==> config.mk <==
export PLATFORM = sky130hd
export DESIGN_NAME = port_direction_pullup_ctrl
export DESIGN_NICKNAME = d
export VERILOG_FILES = /design/src/core/port_ctrl_pkg.sv /design/src/core/pin_cfg_if.sv /design/src/core/pin_drive.sv /design/src/core/port_direction_pullup_ctrl.sv /design/src/core/seg_share_decode.sv
export VERILOG_INCLUDE_DIRS = /design/src /design/src/core
export SDC_FILE = /design/constraint.sdc
export NUM_CORES = 1
export LEC_CHECK = 0
export BUFFER_PORTS_ARGS = -buffer_cell sky130_fd_sc_hd__buf_4
export CORE_MARGIN = 4
export CORE_UTILIZATION = 35
export DETAILED_ROUTE_END_ITERATION = 7
export HOLD_SLACK_MARGIN = 0.02
export SLEW_MARGIN = 20
export SYNTH_ARGS = -nofsm -noshare
export SYNTH_HDL_FRONTEND = slang
export SYNTH_SLANG_ARGS = --single-unit
==> constraint.sdc <==
create_clock -name core_clk -period 3.2 [get_ports core_clk]
set_clock_uncertainty 0.05 [all_clocks]
set_input_delay 0.8 -clock core_clk [delete_from_list [all_inputs] [get_ports core_clk]]
set_output_delay 0.8 -clock core_clk [all_outputs]
set_load 0.005 [all_outputs]
==> src/core/port_ctrl_consts.svh <==
/*
  Offsets, implemented-bit masks, field positions and reset values of the
  port direction and pull-up block.
  Assumes it is included by bare name; definitions only.
*/
`ifndef PORT_CTRL_CONSTS_SVH
`define PORT_CTRL_CONSTS_SVH

`define ADDR_W 8
`define DATA_W 8
`define OFF_PORT0_DIRECTION 8'hb8
`define OFF_PORT1_DIRECTION 8'hc1
`define OFF_PORT2_DIRECTION 8'hc2
`define OFF_PORT3_DIRECTION 8'hc3
`define OFF_PORT5_DIRECTION 8'hc5
`define OFF_PORT0_PULLUP 8'he0
`define OFF_PORT1_PULLUP 8'he1
`define OFF_PORT2_PULLUP 8'he2
`define OFF_PORT3_PULLUP 8'he3
`define OFF_PORT5_PULLUP 8'he5
`define OFF_SEG_SHARE 8'hc8
`define OFF_BIT_OP 8'hc9
`define MASK_PORT0 8'h17
`define MASK_PORT1 8'h7f
`define MASK_PORT2 8'hff
`define MASK_PORT3 8'hff
`define MASK_PORT5 8'h10
`define RST_DIRECTION 8'h00
`define RST_PULLUP 8'h00
`define RST_SEG_SHARE 3'h0
`define SEG_SHARE_W 3
`define BITOP_SET_POS 7
`define BITOP_REG_LSB 3
`define BITOP_REG_W 4
`define BITOP_BIT_LSB 0
`define BITOP_BIT_W 3
`define RO_ZERO 8'h00

`endif

==> src/core/port_ctrl_pkg.sv <==
/*
  Types shared by the port direction and pull-up block.
  Assumes port_ctrl_consts.svh is on the include path.
*/
package port_ctrl_pkg;
  typedef enum logic [2:0] {
    SEG_NONE, SEG_P2LOW, SEG_P2ALL, SEG_P2P3LOW, SEG_ALL
  } seg_share_type;
  typedef logic [7:0] byte_type;
  typedef enum logic [3:0] {
    PSEL_DIR0, PSEL_DIR1, PSEL_DIR2, PSEL_DIR3, PSEL_DIR5,
    PSEL_PU0, PSEL_PU1, PSEL_PU2, PSEL_PU3, PSEL_PU5, PSEL_NONE
  } port_sel_type;
endpackage

==> src/core/pin_cfg_if.sv <==
/*
  Carrier for per-port configuration between the register file and the
  pin-control stage.
  Assumes the package is compiled first.
*/
`timescale 1ns/10ps
interface pin_cfg_if;
  import port_ctrl_pkg::*;
  byte_type dir [5];
  byte_type pull [5];
  logic [7:0] gpioP2;
  logic [7:0] gpioP3;
  modport regs (output dir, output pull, output gpioP2, output gpioP3);
  modport pins (input dir, input pull, input gpioP2, input gpioP3);
endinterface

==> src/core/pin_drive.sv <==
/*
  Turns direction, pull-up and share grants into pin enables.
  Assumes config arrives through pin_cfg_if in the core_clk domain.
*/
`timescale 1ns/10ps
module pin_drive
  import port_ctrl_pkg::*;
(
  pin_cfg_if.pins cfg,
  output logic [7:0] outEn [5],
  output logic [7:0] pullEn [5]
);
  logic [7:0] grant [5];
  // Ports 2 and 3 act as GPIO only where granted
  always_comb begin
    grant[0] = 8'hff;
    grant[1] = 8'hff;
    grant[2] = cfg.gpioP2;
    grant[3] = cfg.gpioP3;
    grant[4] = 8'hff;
  end
  // Pull-up only while the pin is an input
  genvar p;
  generate
    for (p = 0; p < 5; p++) begin : g_port
      assign outEn[p] = cfg.dir[p] & grant[p];
      assign pullEn[p] = cfg.pull[p] & ~cfg.dir[p] & grant[p];
    end
  endgenerate
endmodule

==> src/core/port_direction_pullup_ctrl.sv <==
/*
  Direction and pull-up registers of GPIO ports 0,1,2,3,5 with segment
  sharing for ports 2 and 3, reached over a plain register port.
  Assumes a single core_clk domain; strobes one cycle, never together.
*/
// The implementer's own choice: strobed register access.
// Operation
// - Direction bit 0 input, 1 output
// - Single-bit set and clear on direction
// - Port 0 bit 3 never an output
// - Pull-up bit 1 enables, 0 disables
// - Pull-up acts only in input mode
// - Port 0 bit 3 has no pull-up
// - Share select 4 frees ports 2, 3
`timescale 1ns/10ps
`include "port_ctrl_consts.svh"
module port_direction_pullup_ctrl
  import port_ctrl_pkg::*;
(
  input wire logic core_clk,
  input wire logic rstn,
  input wire logic [`ADDR_W-1:0] regAddr,
  input wire logic [`DATA_W-1:0] regWdata,
  input wire logic regWr,
  input wire logic regRd,
  output logic [`DATA_W-1:0] regRdata,
  output logic [7:0] port0OutEn,
  output logic [7:0] port1OutEn,
  output logic [7:0] port2OutEn,
  output logic [7:0] port3OutEn,
  output logic [7:0] port5OutEn,
  output logic [7:0] port0PullEn,
  output logic [7:0] port1PullEn,
  output logic [7:0] port2PullEn,
  output logic [7:0] port3PullEn,
  output logic [7:0] port5PullEn,
  output logic [7:0] port2Gpio,
  output logic [7:0] port3Gpio
);
  import port_ctrl_pkg::*;

  localparam byte_type MASKS [5] = '{`MASK_PORT0, `MASK_PORT1,
    `MASK_PORT2, `MASK_PORT3, `MASK_PORT5};

  logic rstSync1_ff;
  logic rstSync2_ff;
  logic rstnInt;
  byte_type dir_ff [5];
  byte_type pull_ff [5];
  logic [`SEG_SHARE_W-1:0] segShare_ff;
  byte_type regRdata_ff;
  port_sel_type sel;
  logic [2:0] selIdx;
  logic selIsDir;
  logic selIsPull;
  logic bitOpHit;
  logic bitOpSet;
  port_sel_type bitOpSel;
  logic [2:0] bitOpIdx;
  byte_type bitOpMask;
  byte_type rdMux;
  logic [7:0] outEnArr [5];
  logic [7:0] pullEnArr [5];

  pin_cfg_if cfg ();

  // Reset release through two flops
  always_ff @(posedge core_clk or negedge rstn) begin
    if (!rstn) begin
      rstSync1_ff <= 1'b0;
      rstSync2_ff <= 1'b0;
    end else begin
      rstSync1_ff <= 1'b1;
      rstSync2_ff <= rstSync1_ff;
    end
  end
  assign rstnInt = rstSync2_ff;

  // Address decode of the whole-register accesses
  always_comb begin
    unique case (regAddr)
      `OFF_PORT0_DIRECTION: sel = PSEL_DIR0;
      `OFF_PORT1_DIRECTION: sel = PSEL_DIR1;
      `OFF_PORT2_DIRECTION: sel = PSEL_DIR2;
      `OFF_PORT3_DIRECTION: sel = PSEL_DIR3;
      `OFF_PORT5_DIRECTION: sel = PSEL_DIR5;
      `OFF_PORT0_PULLUP: sel = PSEL_PU0;
      `OFF_PORT1_PULLUP: sel = PSEL_PU1;
      `OFF_PORT2_PULLUP: sel = PSEL_PU2;
      `OFF_PORT3_PULLUP: sel = PSEL_PU3;
      `OFF_PORT5_PULLUP: sel = PSEL_PU5;
      default: sel = PSEL_NONE;
    endcase
  end

  // Port index and register kind of the decoded select
  always_comb begin
    selIsDir = (sel <= PSEL_DIR5);
    selIsPull = (sel >= PSEL_PU0) && (sel <= PSEL_PU5);
    if (selIsDir) begin
      selIdx = 3'(sel);
    end else if (selIsPull) begin
      selIdx = 3'(sel - PSEL_PU0);
    end else begin
      selIdx = 3'h0;
    end
  end

  // Bit operation word: set flag, direction register, bit number
  always_comb begin
    bitOpHit = regWr && (regAddr == `OFF_BIT_OP);
    bitOpSet = regWdata[`BITOP_SET_POS];
    bitOpSel = port_sel_type'(
      regWdata[`BITOP_REG_LSB +: `BITOP_REG_W]);
    bitOpIdx = 3'(bitOpSel);
    bitOpMask = 8'h01 << regWdata[`BITOP_BIT_LSB +: `BITOP_BIT_W];
  end

  // Direction registers: whole writes and single-bit set or clear
  genvar p;
  generate
    for (p = 0; p < 5; p++) begin : g_dir
      always_ff @(posedge core_clk or negedge rstnInt) begin
        if (!rstnInt) begin
          dir_ff[p] <= `RST_DIRECTION;
        end else if (regWr && selIsDir && selIdx == 3'(p)) begin
          dir_ff[p] <= regWdata & MASKS[p];
        end else if (bitOpHit && bitOpSel <= PSEL_DIR5
                     && bitOpIdx == 3'(p)) begin
          if (bitOpSet) begin
            dir_ff[p] <= (dir_ff[p] | bitOpMask) & MASKS[p];
          end else begin
            dir_ff[p] <= dir_ff[p] & ~bitOpMask;
          end
        end
      end
    end
  endgenerate

  // Pull-up registers, write only from software
  generate
    for (p = 0; p < 5; p++) begin : g_pull
      always_ff @(posedge core_clk or negedge rstnInt) begin
        if (!rstnInt) begin
          pull_ff[p] <= `RST_PULLUP;
        end else if (regWr && selIsPull && selIdx == 3'(p)) begin
          pull_ff[p] <= regWdata & MASKS[p];
        end
      end
    end
  endgenerate

  // Segment-share select
  always_ff @(posedge core_clk or negedge rstnInt) begin
    if (!rstnInt) begin
      segShare_ff <= `RST_SEG_SHARE;
    end else if (regWr && regAddr == `OFF_SEG_SHARE) begin
      segShare_ff <= regWdata[`SEG_SHARE_W-1:0];
    end
  end

  // Read mux: pull-ups and bit-op port read zero
  always_comb begin
    rdMux = `RO_ZERO;
    if (selIsDir) begin
      rdMux = dir_ff[selIdx];
    end else if (regAddr == `OFF_SEG_SHARE) begin
      rdMux = {5'h00, segShare_ff};
    end
  end

  // Read data stands in the cycle after the strobe only
  always_ff @(posedge core_clk or negedge rstnInt) begin
    if (!rstnInt) begin
      regRdata_ff <= 8'h00;
    end else if (regRd) begin
      regRdata_ff <= rdMux;
    end else begin
      regRdata_ff <= 8'h00;
    end
  end
  assign regRdata = regRdata_ff;

  // Configuration onto the carrier
  always_comb begin
    for (int i = 0; i < 5; i++) begin
      cfg.dir[i] = dir_ff[i];
      cfg.pull[i] = pull_ff[i];
    end
  end

  seg_share_decode u_seg (
    .segSel(segShare_ff),
    .gpioP2(cfg.gpioP2),
    .gpioP3(cfg.gpioP3)
  );

  pin_drive u_drive (
    .cfg(cfg.pins),
    .outEn(outEnArr),
    .pullEn(pullEnArr)
  );

  // Pin control outputs
  assign port0OutEn = outEnArr[0];
  assign port1OutEn = outEnArr[1];
  assign port2OutEn = outEnArr[2];
  assign port3OutEn = outEnArr[3];
  assign port5OutEn = outEnArr[4];
  assign port0PullEn = pullEnArr[0];
  assign port1PullEn = pullEnArr[1];
  assign port2PullEn = pullEnArr[2];
  assign port3PullEn = pullEnArr[3];
  assign port5PullEn = pullEnArr[4];
  assign port2Gpio = cfg.gpioP2;
  assign port3Gpio = cfg.gpioP3;
endmodule

==> src/core/seg_share_decode.sv <==
/*
  Decodes the segment-share select into per-pin GPIO grants of ports 2, 3.
  Assumes a registered select value at its input.
*/
`timescale 1ns/10ps
`include "port_ctrl_consts.svh"
module seg_share_decode
  import port_ctrl_pkg::*;
(
  input wire logic [`SEG_SHARE_W-1:0] segSel,
  output logic [7:0] gpioP2,
  output logic [7:0] gpioP3
);
  // Groups freed step by step as the select value grows to 4; values 5 to 7 free none
  always_comb begin
    gpioP2 = 8'h00;
    gpioP3 = 8'h00;
    unique case (segSel)
      3'h1: gpioP2 = 8'h0f;
      3'h2: gpioP2 = 8'hff;
      3'h3: begin
        gpioP2 = 8'hff;
        gpioP3 = 8'h0f;
      end
      3'h4: begin
        gpioP2 = 8'hff;
        gpioP3 = 8'hff;
      end
      default: begin
        gpioP2 = 8'h00;
        gpioP3 = 8'h00;
      end
    endcase
  end
endmodule
======== Word-level counts from Yosys, hierarchy flattened ========
Index checks and enable logic that the tools add are counted.
operators by class
  $lt $le $gt $ge ......................... 5
  $mul .................................... 0
  bitwise logic cells ..................... 26
  mux-type cells .......................... 26
  add/subtract/negate cells ............... 1
  reduce and logical (&&, ||, !) cells .... 29
  equal/unequal tests ..................... 24
  divide/modulo/power cells ............... 0
  shift-type cells ........................ 1
operator list
  operator                                                                          count
  8-bit two-way mux                                                                 19
  8-bit equality test, second input constant                                        12
  8-bit AND                                                                         11
  8-bit NOT                                                                         6
  4-bit one-hot mux with 10 select lines                                            1
  8-bit one-hot mux with 2 select lines                                             2
  8-bit binary-select mux with 3-bit select                                         1
  1-bit logical AND                                                                 21
  3-bit by 2-bit equality test with 1-bit output, second input constant             6
  5-bit by 8-bit AND with 8-bit output                                              2
  8-bit OR                                                                          2
  5-bit OR                                                                          2
  2-bit nonzero test                                                                5
  3-bit by 1-bit equality test with 1-bit output, second input constant             3
  3-bit equality test, second input constant                                        3
  3-bit two-way mux                                                                 3
  7-bit by 8-bit AND with 8-bit output                                              1
  4-bit by 3-bit less-or-equal comparator with 1-bit output, second input constant  2
  1-bit by 3-bit << shifter with 8-bit output, first input constant                 1
  7-bit OR                                                                          1
  3-bit zero test                                                                   2
  4-bit by 3-bit >= comparator with 1-bit output, second input constant             1
  4-bit >= comparator, second input constant                                        1
  4-bit less-or-equal comparator, second input constant                             1
  3 further kinds                                                                   3
storage, ports and cells
  flip-flop bits (word level) ............. 81
  logic and storage cells ................. 126
  bits in read-only memories .............. 0
  memories ................................ 0
  memory bits (writable) .................. 0
  latch bits .............................. 0
  output and inout port bits .............. 104

======== Depth between registers and ports, before layout ========
Gate-level depths: netlist (run 1).
  depth after elaboration ................. 12
  depth in mapped cells ................... 14

======== Hierarchy ========
Synthesis (run 1) repeated with hierarchy kept, for this count alone.
second synthesis, totals
  cells, all modules ...................... 541
  area total of the unflattened synthesis .. 5171.2 um2
modules (own cells, without submodules)
  module                      sequential area each (um2)  area each (um2)  instances  cells an instance
  port_direction_pullup_ctrl  2026.9                      4438.0           1          443
  pin_drive                   0.0                         590.6            1          80
  seg_share_decode            0.0                         142.6            1          18

======== Least setup slack after synthesis (run 1) ========
Ideal clock, no wire load.
  path type ............................... input-to-reg
  start point ............................. input regAddr[5]
  end point ............................... register pull_ff, in the netlist cfg.pull[32]
  library setup time ...................... 0.125 ns
  cell stages on the path ................. 12
  data arrival time ....................... 3.407 ns
  setup slack ............................. -0.381 ns
  data required time ...................... 3.025 ns
  path through ............................ buf_4 nand4b_1 nor4_1 nor2_1 o2bb2ai_1 ha_1 o311a_1 nor3_2 o211ai_1 nand2_1 nor3b_4 mux2_2
between the ends
  longest elaborated chain between the ends .. 8
  elaborated cells between the ends (all ways) .. 21
  those cells by class .................... add/sub (1); order compare (3); eq/ne (10); mux (3); reduce/logical (4)
ends and longest elaborated chain
  item                                                                                              RTL line                           source
  start: declaration                                                                                port_direction_pullup_ctrl.sv:22   input wire logic [`ADDR_W-1:0] regAddr,
  8-bit equality test                                                                               port_direction_pullup_ctrl.sv:81   unique case (regAddr)
  4-bit one-hot mux with 10 select lines *                                                          port_direction_pullup_ctrl.sv:81
  4-bit by 3-bit >= comparator with 1-bit output or 4-bit less-or-equal comparator (tied branches)  port_direction_pullup_ctrl.sv:99   selIsPull = (sel >= PSEL_PU0) && (sel <= PSEL_PU5);
  1-bit logical AND                                                                                 port_direction_pullup_ctrl.sv:99
  3-bit two-way mux                                                                                 port_direction_pullup_ctrl.sv:102  end else if (selIsPull) begin
  3-bit two-way mux                                                                                 port_direction_pullup_ctrl.sv:100  if (selIsDir) begin
  3-bit zero test                                                                                   port_direction_pullup_ctrl.sv:146  end else if (regWr && selIsPull && selIdx == 3'(p)) begin
  1-bit logical AND *                                                                               port_direction_pullup_ctrl.sv:146
  end signal: indexed assignment                                                                    port_direction_pullup_ctrl.sv:145  pull_ff[p] <= `RST_PULLUP;
  end signal: indexed assignment                                                                    port_direction_pullup_ctrl.sv:147  pull_ff[p] <= regWdata & MASKS[p];
  end: declaration                                                                                  port_direction_pullup_ctrl.sv:49   byte_type pull_ff [5];
Every way passes the cells marked *; elsewhere a longest branch is shown, timed or not.
A chain may end at the register's enable or synchronous reset.

======== Final worst setup path (run 1) ========
  start point ............................. input regAddr[6]
  end point ............................... register pull_ff, in the netlist cfg.pull[36]
The elaborated chain is that of the path after synthesis.

==> reports/qor.csv, run 1 <==
stage;metric;value;unit
clock_network;CTS buffer count;9;
routing;via-per-instance ratio;5.232;
worst_setup_path;worst path buffer plus inverter count;2;
worst_setup_path;critical path cell sequence;buf_4, nand4b_1, nor4_4, nor2_2, o2bb2ai_4, ha_4, o311a_4, buf_4, nor3_4, o211ai_1, nand2_2, nor3b_4, mux2_2;
routing;via count;4390;
synth;Synth area leader;dfrtp_1;
clock_network;# hold bufs at CTS;0;
grt;met2 Use GR;0.3139;
timing;Setup violations, final;0;
clock_network;Worst-path clk slew;0.06;ns
layout;number of diodes;0;
layout;Layout fillers;1351;
worst_setup_path;reg2reg setup slack;1.74;ns
worst_setup_path;reg-to-reg endpoint;regRdata[2];
synth;multiplexer share of the synthesized area;0.1231;
worst_setup_path;Worst Path Max Fanout;4;
timing;count of final hold-check violations;0;
timing;Tcrit/Tclk final;0.9635;
flow_run;max_cap viols;0;
synth;top cell type's share of synthesized area;0.4014;
synth;count leader, synth;dfrtp_1;
synth;largest family of logic cells by synthesized area;simple AND/OR/NAND/NOR gates;
die;Die Y;128.1;um
grt;met1 GRT Util;0.2543;
die;# rows;43;
worst_setup_path;worst reg2reg startpoint;segShare_ff[2];
timing;Worst-Margin Slew;0.9356;ns
timing;min Tclk post-route;3.083;ns
routing;1st-pass router iterations;5;
routing;DRC errors left;0;
worst_setup_path;WP data required;3.38;ns
power;total power;2500;uW
routing;post-route ant nets;0;
layout;multi-input logic area;2705;um^2
synth;Post-Synthesis Cell Area;5050;um^2
clock_network;clock buffer depth;2;
layout;fraction of layout instances using a drive strength above 1;0.3854;
routing;Initial DRC Count;309;
routing;Routed wire per std cell;18.94;um
power;leak pwr;0.003311;uW
die;Ports;124;
worst_setup_path;Crit path max-delay family;simple AND/OR/NAND/NOR gates;
grt;first-pass GRT wire length;24700;um
synth;#FFs+latches synth;81;
synth;Post-synth EDFFs;0;
timing;RSZ-0062 raised after global routing;yes;
timing;Slew Limit Fails;0;
synth;XOR/XNOR Fraction of Synth Area;0.005203;
grt;grt ovf;0;
layout;Post-Layout Cell Count;839;
placement;DP HPWL;12060;um
synth;top post-synthesis cells by area;dfrtp_1, buf_4, mux2_2;
worst_setup_path;most used cell, CP;buf_4;
placement;gp weighted congestion;0.9122;
grt;vias in the first global route;4420;
die;core area;13990;um^2
worst_setup_path;R2R depth;5;
layout;register area;2031;um^2
grt;GRT Resource Usage Total;0.1955;
synth;Post-synth top cells;dfrtp_1, nor2_1, buf_4;
synth;Synth warnings;0;
synth;Mapped Cells;539;
worst_setup_path;CP Capture Type;flop;
layout;Nets;677;
worst_setup_path;startpoint types;primary input;
die;Die X;128.1;um
synth;Syn Area/Cell;9.369;um^2
clock_network;CTS tree;yes;
worst_setup_path;Worst Setup SP;regAddr[6];
worst_setup_path;Critical Path AT;3.26;ns
placement;placed cell count;821;
grt;GR Layer Usage met3;0.05792;
synth;simple-gate portion of the synthesized area;0.2314;
synth;Post-synth top flop;dfrtp_1;
synth;complex-gate fraction of the synthesized area;0.1293;
power;Peak VDD IR;0.2256;mV
clock_network;H-Tree Depth;3;
grt;Top Usage Layer GRT;met2;
run_status;outcome;finished clean;
timing;Slew HR;0.3749;
clock_network;Clock Latency Late Sink;0.35;ns
worst_setup_path;max incr delay on CP;0.38;ns
min_path;worst min path class;primary input to async pin;
synth;Seq/Total Area, Yosys;0.4014;
synth;Synth cell types;62;
grt;largest net degree at the start of global routing;80;
synth;Synth Area in Adders;0.007433;
timing;Fmax;324.3;MHz
power;PwrDens;378.3;nW/um^2
die;Initial Util;0.3610;
clock_network;Root Buffer;clkbuf_16;
placement;port bufs;111;
worst_setup_path;CP max stage cell;mux2_2;
routing;Routed WL;15890;um
grt;initial antenna violation count;0;
clock_network;CTS Sinks;81;
die;die footprint;16410;um^2
layout;Layout area overhead;30.87;%
synth;async set-or-reset flop fraction in the synthesized netlist;1.000;
worst_setup_path;worst setup path category;primary input to flop;
[area by class of cell]
cell class / instances / share of cell area
clock buffers: 11 / 0.03824
clock inverters: 5 / 0.009466
inverters: 11 / 0.006248
multi-input cells: 384 / 0.4093
flip-flops and latches: 81 / 0.3073
well taps: 180 / 0.03408
repair buffers: 167 / 0.1954
[worst max path at each step]
stage                   end  slack (ns)  cells after the start
2_1_floorplan  cfg.pull[27]       -0.17                     12
3_3_place_gp   cfg.pull[33]       -0.27                     11
3_5_place_dp   cfg.pull[33]       -0.32                     11
4_1_cts        cfg.pull[36]        0.03                     11
5_1_grt        cfg.pull[32]       -0.02                     12
6_report       cfg.pull[36]        0.12                     13
[stage by stage]
stage | setup TNS (ns) | hold WS [ns] | util | instance area, um^2 | setup slack [ns]
after floorplan | -4.078 | 0.2812 | - | 5265 | -0.1685
after global placement | -6.416 | 0.2880 | 0.4466 | 6247 | -0.2716
after detailed placement | -8.476 | 0.2942 | 0.4466 | 6247 | -0.3239
after CTS | 0 | 0.1549 | 0.4691 | 6563 | 0.02969
after global routing | -0.05672 | 0.1504 | 0.4725 | 6609 | -0.01632
final | 0 | 0.1676 | 0.4725 | 6609 | 0.1168
[cell usage in the layout (no fill, tap or decap), drive strengths merged, types with 13 or more instances in the layout]
cell,instances
o21ai,31
buf,167
a21oi,22
nor2,57
conb,13
mux2i,25
nor2b,21
mux2,33
and3,16
nand2,45
dfrtp,81
nor3b,19
[power breakdown]
part / internal [uW] / switching, uW
combinational: 155 / 165
sequential: 1060 / 36.8
clock: 651 / 433
[cell families (layout without fill, tap and decap cells)]
group,after synthesis,count (layout)
XOR/XNOR,3,3
AO/OA/AOI/OAI,96,96
flip-flops,81,81
multiplexers,58,58
buffers and inverters,85,194
other,2,13
adder cells (fa/ha/maj),3,3
AND/OR/NAND/NOR,211,211
[timing repair]
item | CTS | global route
hold endpoints to repair | 0 | 0
buffers inserted | 0 | 1
setup endpoints to repair | 0 | 30
gates resized for setup | 0 | 4
[layer usage]
layer,share of wire,up-vias
li1,-,2086
met1,0.43,2125
met5,0,-
met4,0.024,0
met3,0.067,30
met2,0.48,149
(Power assumes the default switching activity.)
==> inputs of run 2 (changes only) <==
- SYNTH_HIERARCHICAL: unset -> 1
==> run 2 against run 1 <==
  * The run now ends with setup timing left
  * Via count increased by 4.6%
  * Critical path depth increased by 2
  * Area after synthesis increased by 2.4%
  * Combinational power increased by 6.2%
  * Critical endpoint is now cfg.pull[17]
==> reports/qor.csv, run 2 <==
stage;metric;value;unit
die;die footprint;16780;um^2
layout;most frequent cells in the layout;buf_4, dfrtp_1, nand2_1;
routing;via count;4594;
worst_setup_path;worst path buffer plus inverter count;2;
timing;Worst-Margin Slew;0.8691;ns
routing;1st-pass router iterations;4;
routing;DRC errors left;0;
power;total power;2551;uW
layout;post-layout util;0.5072;
timing;RSZ-0062 raised after global routing;yes;
flow_run;max_cap viols;0;
worst_setup_path;Critical Path AT;4.05;ns
grt;first-pass GRT wire length;25390;um
worst_setup_path;worst setup path category;primary input to flop;
worst_setup_path;CP max stage cell;or4b_4;
layout;fraction of layout instances using a drive strength above 1;0.4565;
clock_network;CTS Sinks;81;
synth;#FFs+latches synth;81;
synth;Synth area leader;dfrtp_1;
routing;via-per-instance ratio;5.127;
synth;Post-synth top cells;dfrtp_1, nand2_1, nor2_1;
routing;post-route ant nets;0;
placement;pre-CTS setup slack;-1.205;ns
synth;Mapped Cells;541;
grt;initial antenna violation count;0;
synth;async set-or-reset flop fraction in the synthesized netlist;1.000;
synth;Post-synth top flop;dfrtp_1;
synth;Syn Area/Cell;9.559;um^2
synth;top cell type's share of synthesized area;0.3920;
clock_network;CTS buffer count;9;
timing;Setup violations, final;44;
routing;Initial DRC Count;338;
power;leak pwr;0.003718;uW
worst_setup_path;critical path cell sequence;buf_6, or4b_4, nor3_4, o21ai_4, a21oi_2, a21o_1, ha_4, or2_4, nor4_4, nor4_4, and4_1, nor2_2, or3_1, buf_6, mux2_4;
run_status;outcome;finished, violations left;
synth;Post-synth EDFFs;0;
worst_setup_path;reg2reg setup slack;1.99;ns
placement;gp weighted congestion;0.8979;
layout;Nets;731;
timing;count of final hold-check violations;0;
synth;Synth warnings;6;
layout;Layout area overhead;42.00;%
clock_network;clock buffer depth;2;
timing;Fmax;257.9;MHz
clock_network;Worst-path clk slew;0.06;ns
clock_network;CTS tree;yes;
worst_setup_path;startpoint types;primary input;
worst_setup_path;CP Capture Type;flop;
worst_setup_path;max incr delay on CP;0.55;ns
die;Die X;129.6;um
layout;multi-input logic area;3067;um^2
timing;Slew HR;0.4164;
timing;min Tclk post-route;3.877;ns
synth;Post-Synthesis Cell Area;5171;um^2
layout;number of diodes;0;
synth;count leader, synth;dfrtp_1;
die;core area;14480;um^2
die;# rows;44;
layout;Layout fillers;1338;
timing;PnR worst setup slack;-0.6773;ns
placement;DP HPWL;12250;um
grt;vias in the first global route;4669;
clock_network;# hold bufs at CTS;0;
placement;port bufs;111;
worst_setup_path;WP data required;3.38;ns
routing;Routed WL;16630;um
die;Initial Util;0.3572;
routing;Routed wire per std cell;18.56;um
power;Peak VDD IR;0.2725;mV
min_path;worst min path class;flop to async pin;
grt;largest net degree at the start of global routing;80;
synth;Synth cell types;64;
die;Ports;124;
clock_network;Root Buffer;clkbuf_16;
synth;top post-synthesis cells by area;dfrtp_1, mux2i_1, mux2_2;
power;PwrDens;347.4;nW/um^2
synth;Seq/Total Area, Yosys;0.3920;
worst_setup_path;Worst Path Max Fanout;8;
die;Die Y;129.6;um
clock_network;Clock Latency Late Sink;0.35;ns
run_status;failing checks;setup timing;
timing;Tcrit/Tclk final;1.212;
timing;Slew Limit Fails;0;
grt;GRT Resource Usage Total;0.1954;
layout;commonest non-fill, non-tap cell in the layout;buf_4;
grt;grt ovf;0;
layout;register area;2031;um^2
clock_network;H-Tree Depth;3;
worst_setup_path;Crit path max-delay family;simple AND/OR/NAND/NOR gates;
==> run 2: cell types whose count changed in the layout (fill, tap and decap cells not counted), sizes merged, moves of 7 or more <==
cell and change:
nand2 +21, and3b +18, buf +40, a211oi -10, nor2 -18, and3 -7
inv -7, mux2i +9, and2 +12, nor3b -13
==> run 2: worst register-to-register path, delay by kind of cell, from the launching register on <==
family          cells  cell delay, ns
compound gates      2            0.29
simple gates        2            0.30
flops               1            0.47
==> run 2: cell families (layout without fill, tap and decap cells) <==
| kind of cell | after synthesis | count (layout) | synth area share |
|---|---|---|---|
| AND/OR/NAND/NOR | 236 | 236 | 0.2664 |
| flip-flops | 81 | 81 | 0.3920 |
| AO/OA/AOI/OAI | 80 | 80 | 0.1002 |
| multiplexers | 70 | 70 | 0.1500 |
| buffers and inverters | 67 | 227 | 0.07936 |
| adder cells (fa/ha/maj) | 3 | 3 | 0.007259 |
| other | 2 | 13 | 0.001452 |
| XOR/XNOR | 2 | 2 | 0.003388 |
==> run 2: metal layers <==
| metal | up-vias | track usage | routed length [um] | share of wire |
|---|---|---|---|---|
| met2 | 149 | 0.3369 | 8164 | 0.49 |
| met5 | - | 0 | 0 | 0 |
| met3 | 26 | 0.03504 | 1118 | 0.067 |
| li1 | 2190 | - | - | - |
| met4 | 0 | 0.05807 | 367 | 0.022 |
| met1 | 2229 | 0.2512 | 6982 | 0.42 |
==> run 2: final timing paths <==
path,start,endpoint,cells after the start
max in group asynchronous,rstSync2_ff,async pin,1
min reg2reg,rstSync2_ff,cfg.pull[26],0
min in group core_clk,rstSync1_ff,rstSync2_ff,0
min,rstSync2_ff,cfg.pull[26],0
max,regAddr[5],cfg.pull[17],15
max reg2reg,flop,regRdata[4],4
==> run 2: metrics by stage <==
step           setup TNS (ns)  std cells  hold WS [ns]  area [um^2]
4_1_cts                -20.77        892        0.1718         7221
5_1_grt                -28.76        896        0.1620         7343
3_5_place_dp           -46.82        857        0.2918         6566
2_1_floorplan          -31.90        552        0.2812         5303
3_3_place_gp           -43.96        857        0.2880         6566
6_report               -23.64        896        0.1699         7343
==> run 2: repair_timing <==
item | in CTS | in global routing
hold endpoints to repair | 0 | 0
resized for setup | 36 | 16
buffers inserted | 22 | 3
cloned | 0 | 1
pin swaps | 27 | 9
endpoints found under the setup margin | 44 | 44
==> run 2: power breakdown <==
part | internal [uW] | total [uW] | switching, uW
clock | 683 | 1110 | 429
combinational | 170 | 340 | 170
sequential | 1060 | 1100 | 39.4
total | 1910 | 2550 | 639
==> run 2: cell type report <==
type / count / share of cell area
Clock buffer: 9 / 0.03067
Tap cell: 184 / 0.03135
Clock inverter: 6 / 0.01244
Inverter: 4 / 0.002045
Sequential cell: 81 / 0.2765
Timing Repair Buffer: 208 / 0.2293
Multi-Input combinational cell: 404 / 0.4176
==> inputs of run 3 (changes only) <==
- CORE_UTILIZATION: 35 -> 52
- PLACE_DENSITY: unset -> 0.78
==> run 3 against run 2 <==
  * The run still ends with setup timing left
  * Maximum frequency up 0.44%
  * Via count up 5.2%
  * Critical path depth unchanged
  * Critical endpoint is now cfg.pull[13]
  * Combinational power up 4%
  * Global-route usage increased by 9.4 points
  * Sequential share of layout area increased by 0.41 points
==> reports/qor.csv, run 3 (synthesis results as in run 2) <==
stage;metric;value;unit
power;Sequential Power Share;0.486;
worst_setup_path;reg2reg setup slack;1.94;ns
power;Clock Power Share;0.358;
routing;1st-pass router iterations;5;
grt;first-pass GRT wire length;25960;um
layout;Layout fillers;701;
layout;most frequent cells in the layout;buf_4, dfrtp_1, nand2_1;
timing;Tcrit/Tclk final;1.206;
worst_setup_path;critical path cell sequence;buf_6, or4b_4, nor3_4, o21ai_4, a21oi_2, a21o_1, ha_2, nand2b_4, a2111oi_4, or4_4, o31ai_4, nand2_2, nor3_4, buf_12, mux2_4;
timing;min Tclk post-route;3.860;ns
grt;grt ovf;0;
timing;Slew Limit Fails;0;
layout;Layout area overhead;39.95;%
die;Ports;124;
worst_setup_path;Critical Path AT;4.07;ns
timing;Fmax;259.0;MHz
timing;Worst-Margin Slew;1.121;ns
clock_network;CTS buffer count;9;
grt;initial antenna violation count;0;
worst_setup_path;worst setup path category;primary input to flop;
routing;Initial DRC Count;414;
die;# rows;36;
worst_setup_path;max incr delay on CP;0.55;ns
clock_network;Clock Latency Late Sink;0.36;ns
placement;placed cell count;803;
worst_setup_path;R2R depth;4;
clock_network;Worst-path clk slew;0.10;ns
worst_setup_path;most used cell, CP;nor3_4;
placement;DP HPWL;11710;um
timing;RSZ-0062 raised after global routing;yes;
grt;largest net degree at the start of global routing;80;
worst_setup_path;CP max stage cell;or4b_4;
die;Initial Util;0.5315;
layout;commonest non-fill, non-tap cell in the layout;buf_4;
routing;Routed wire per std cell;20.04;um
die;die footprint;11600;um^2
die;Die Y;107.7;um
timing;PnR worst setup slack;-0.6605;ns
die;core area;9729;um^2
layout;number of diodes;0;
power;leak pwr;0.003670;uW
clock_network;Root Buffer;clkbuf_8;
worst_setup_path;startpoint types;primary input;
routing;post-route ant nets;0;
run_status;failing checks;setup timing;
routing;via-per-instance ratio;5.733;
power;Pint;1626;uW
power;PwrDens;311.4;nW/um^2
run_status;outcome;finished, violations left;
power;Logic pwr share;0.156;
layout;Nets;728;
worst_setup_path;CP Capture Type;flop;
placement;port bufs;111;
routing;via count;4833;
layout;multi-input logic area;3174;um^2
timing;Slew HR;0.2474;
routing;Routed WL;16900;um
min_path;worst min path class;primary input to async pin;
power;Peak VDD IR;0.2310;mV
worst_setup_path;worst path buffer plus inverter count;2;
worst_setup_path;number of stages on the worst setup path;15;
layout;Post-Layout Cell Count;843;
power;Psw;628.2;uW
timing;Setup violations, final;44;
power;sw frac;0.2787;
layout;fraction of layout instances using a drive strength above 1;0.4732;
die;Die X;107.7;um
timing;TNS Setup;-23.23;ns
layout;register area;2031;um^2
clock_network;# hold bufs at CTS;0;
placement;gp weighted congestion;0.9364;
flow_run;max_cap viols;0;
grt;GRT Resource Usage Total;0.2895;
grt;vias in the first global route;4830;
timing;count of final hold-check violations;0;
clock_network;clock buffer depth;2;
worst_setup_path;Worst Path Max Fanout;8;
worst_setup_path;reg-to-reg endpoint;regRdata[4];
clock_network;H-Tree Depth;3;
clock_network;CTS Sinks;81;
worst_setup_path;WP data required;3.41;ns
worst_setup_path;Crit path max-delay family;simple AND/OR/NAND/NOR gates;
clock_network;CTS tree;yes;
routing;DRC errors left;0;
[run 3: worst max-delay path by stage]
stage | start | to | slack [ns]
2_1_floorplan | regAddr[2] | cfg.pull[30] | -0.95
3_3_place_gp | regAddr[2] | cfg.pull[20] | -1.10
3_5_place_dp | regAddr[2] | cfg.pull[18] | -1.17
4_1_cts | regAddr[2] | cfg.pull[30] | -0.62
5_1_grt | regAddr[2] | cfg.pull[13] | -0.76
6_report | regAddr[2] | cfg.pull[13] | -0.66
[run 3: stage by stage]
stage | power, uW | hold WS (ns) | area (um^2) | setup WS [ns] | util
after floorplan | 1290 | 0.2812 | 5303 | -0.9525 | -
after global placement | 1423 | 0.2913 | 6467 | -1.103 | 0.6647
after detailed placement | 1435 | 0.2880 | 6467 | -1.170 | 0.6647
after CTS | 2241 | 0.1449 | 7101 | -0.6243 | 0.7298
after global routing | 2332 | 0.1284 | 7237 | -0.7605 | 0.7438
final | 2254 | 0.1481 | 7237 | -0.6605 | 0.7438
[run 3: layer usage]
metal	vias to the layer above	wire, um	GRT usage
met2	237	8343	0.4822
li1	2183	-	-
met1	2368	6715	0.3811
met5	-	0	0
met3	45	1332	0.04259
met4	0	505	0.1100
[run 3: power by group through the flow]
stage          sequential (uW)  combinational (uW)  clock, uW
4_1_cts                   1110                 324        809
3_3_place_gp              1120                 298          0
3_5_place_dp              1130                 308          0
6_report                  1090                 352        807
2_1_floorplan             1110                 179          0
5_1_grt                   1100                 378        854
[run 3: worst register-to-register path: stages (launching register included)]
cell	delay [ns]
dfrtp_1	0.46
nor3_1	0.21
nor3_1	0.06
o21a_1	0.14
a22o_1	0.22
[run 3: layout make-up]
| type | instances | area share |
|---|---|---|
| multi-input cells | 404 | 0.4386 |
| flip-flops and latches | 81 | 0.2806 |
| clock buffers | 10 | 0.01902 |
| inverters | 4 | 0.002075 |
| well taps | 133 | 0.02299 |
| clock inverters | 6 | 0.01003 |
| repair buffers | 205 | 0.2267 |
[run 3: timing repair]
action | in CTS | in global routing
pin swaps | 21 | 12
setup endpoints to repair | 44 | 44
gates resized for setup | 47 | 27
buffers inserted | 24 | 5
gates cloned | 0 | 0
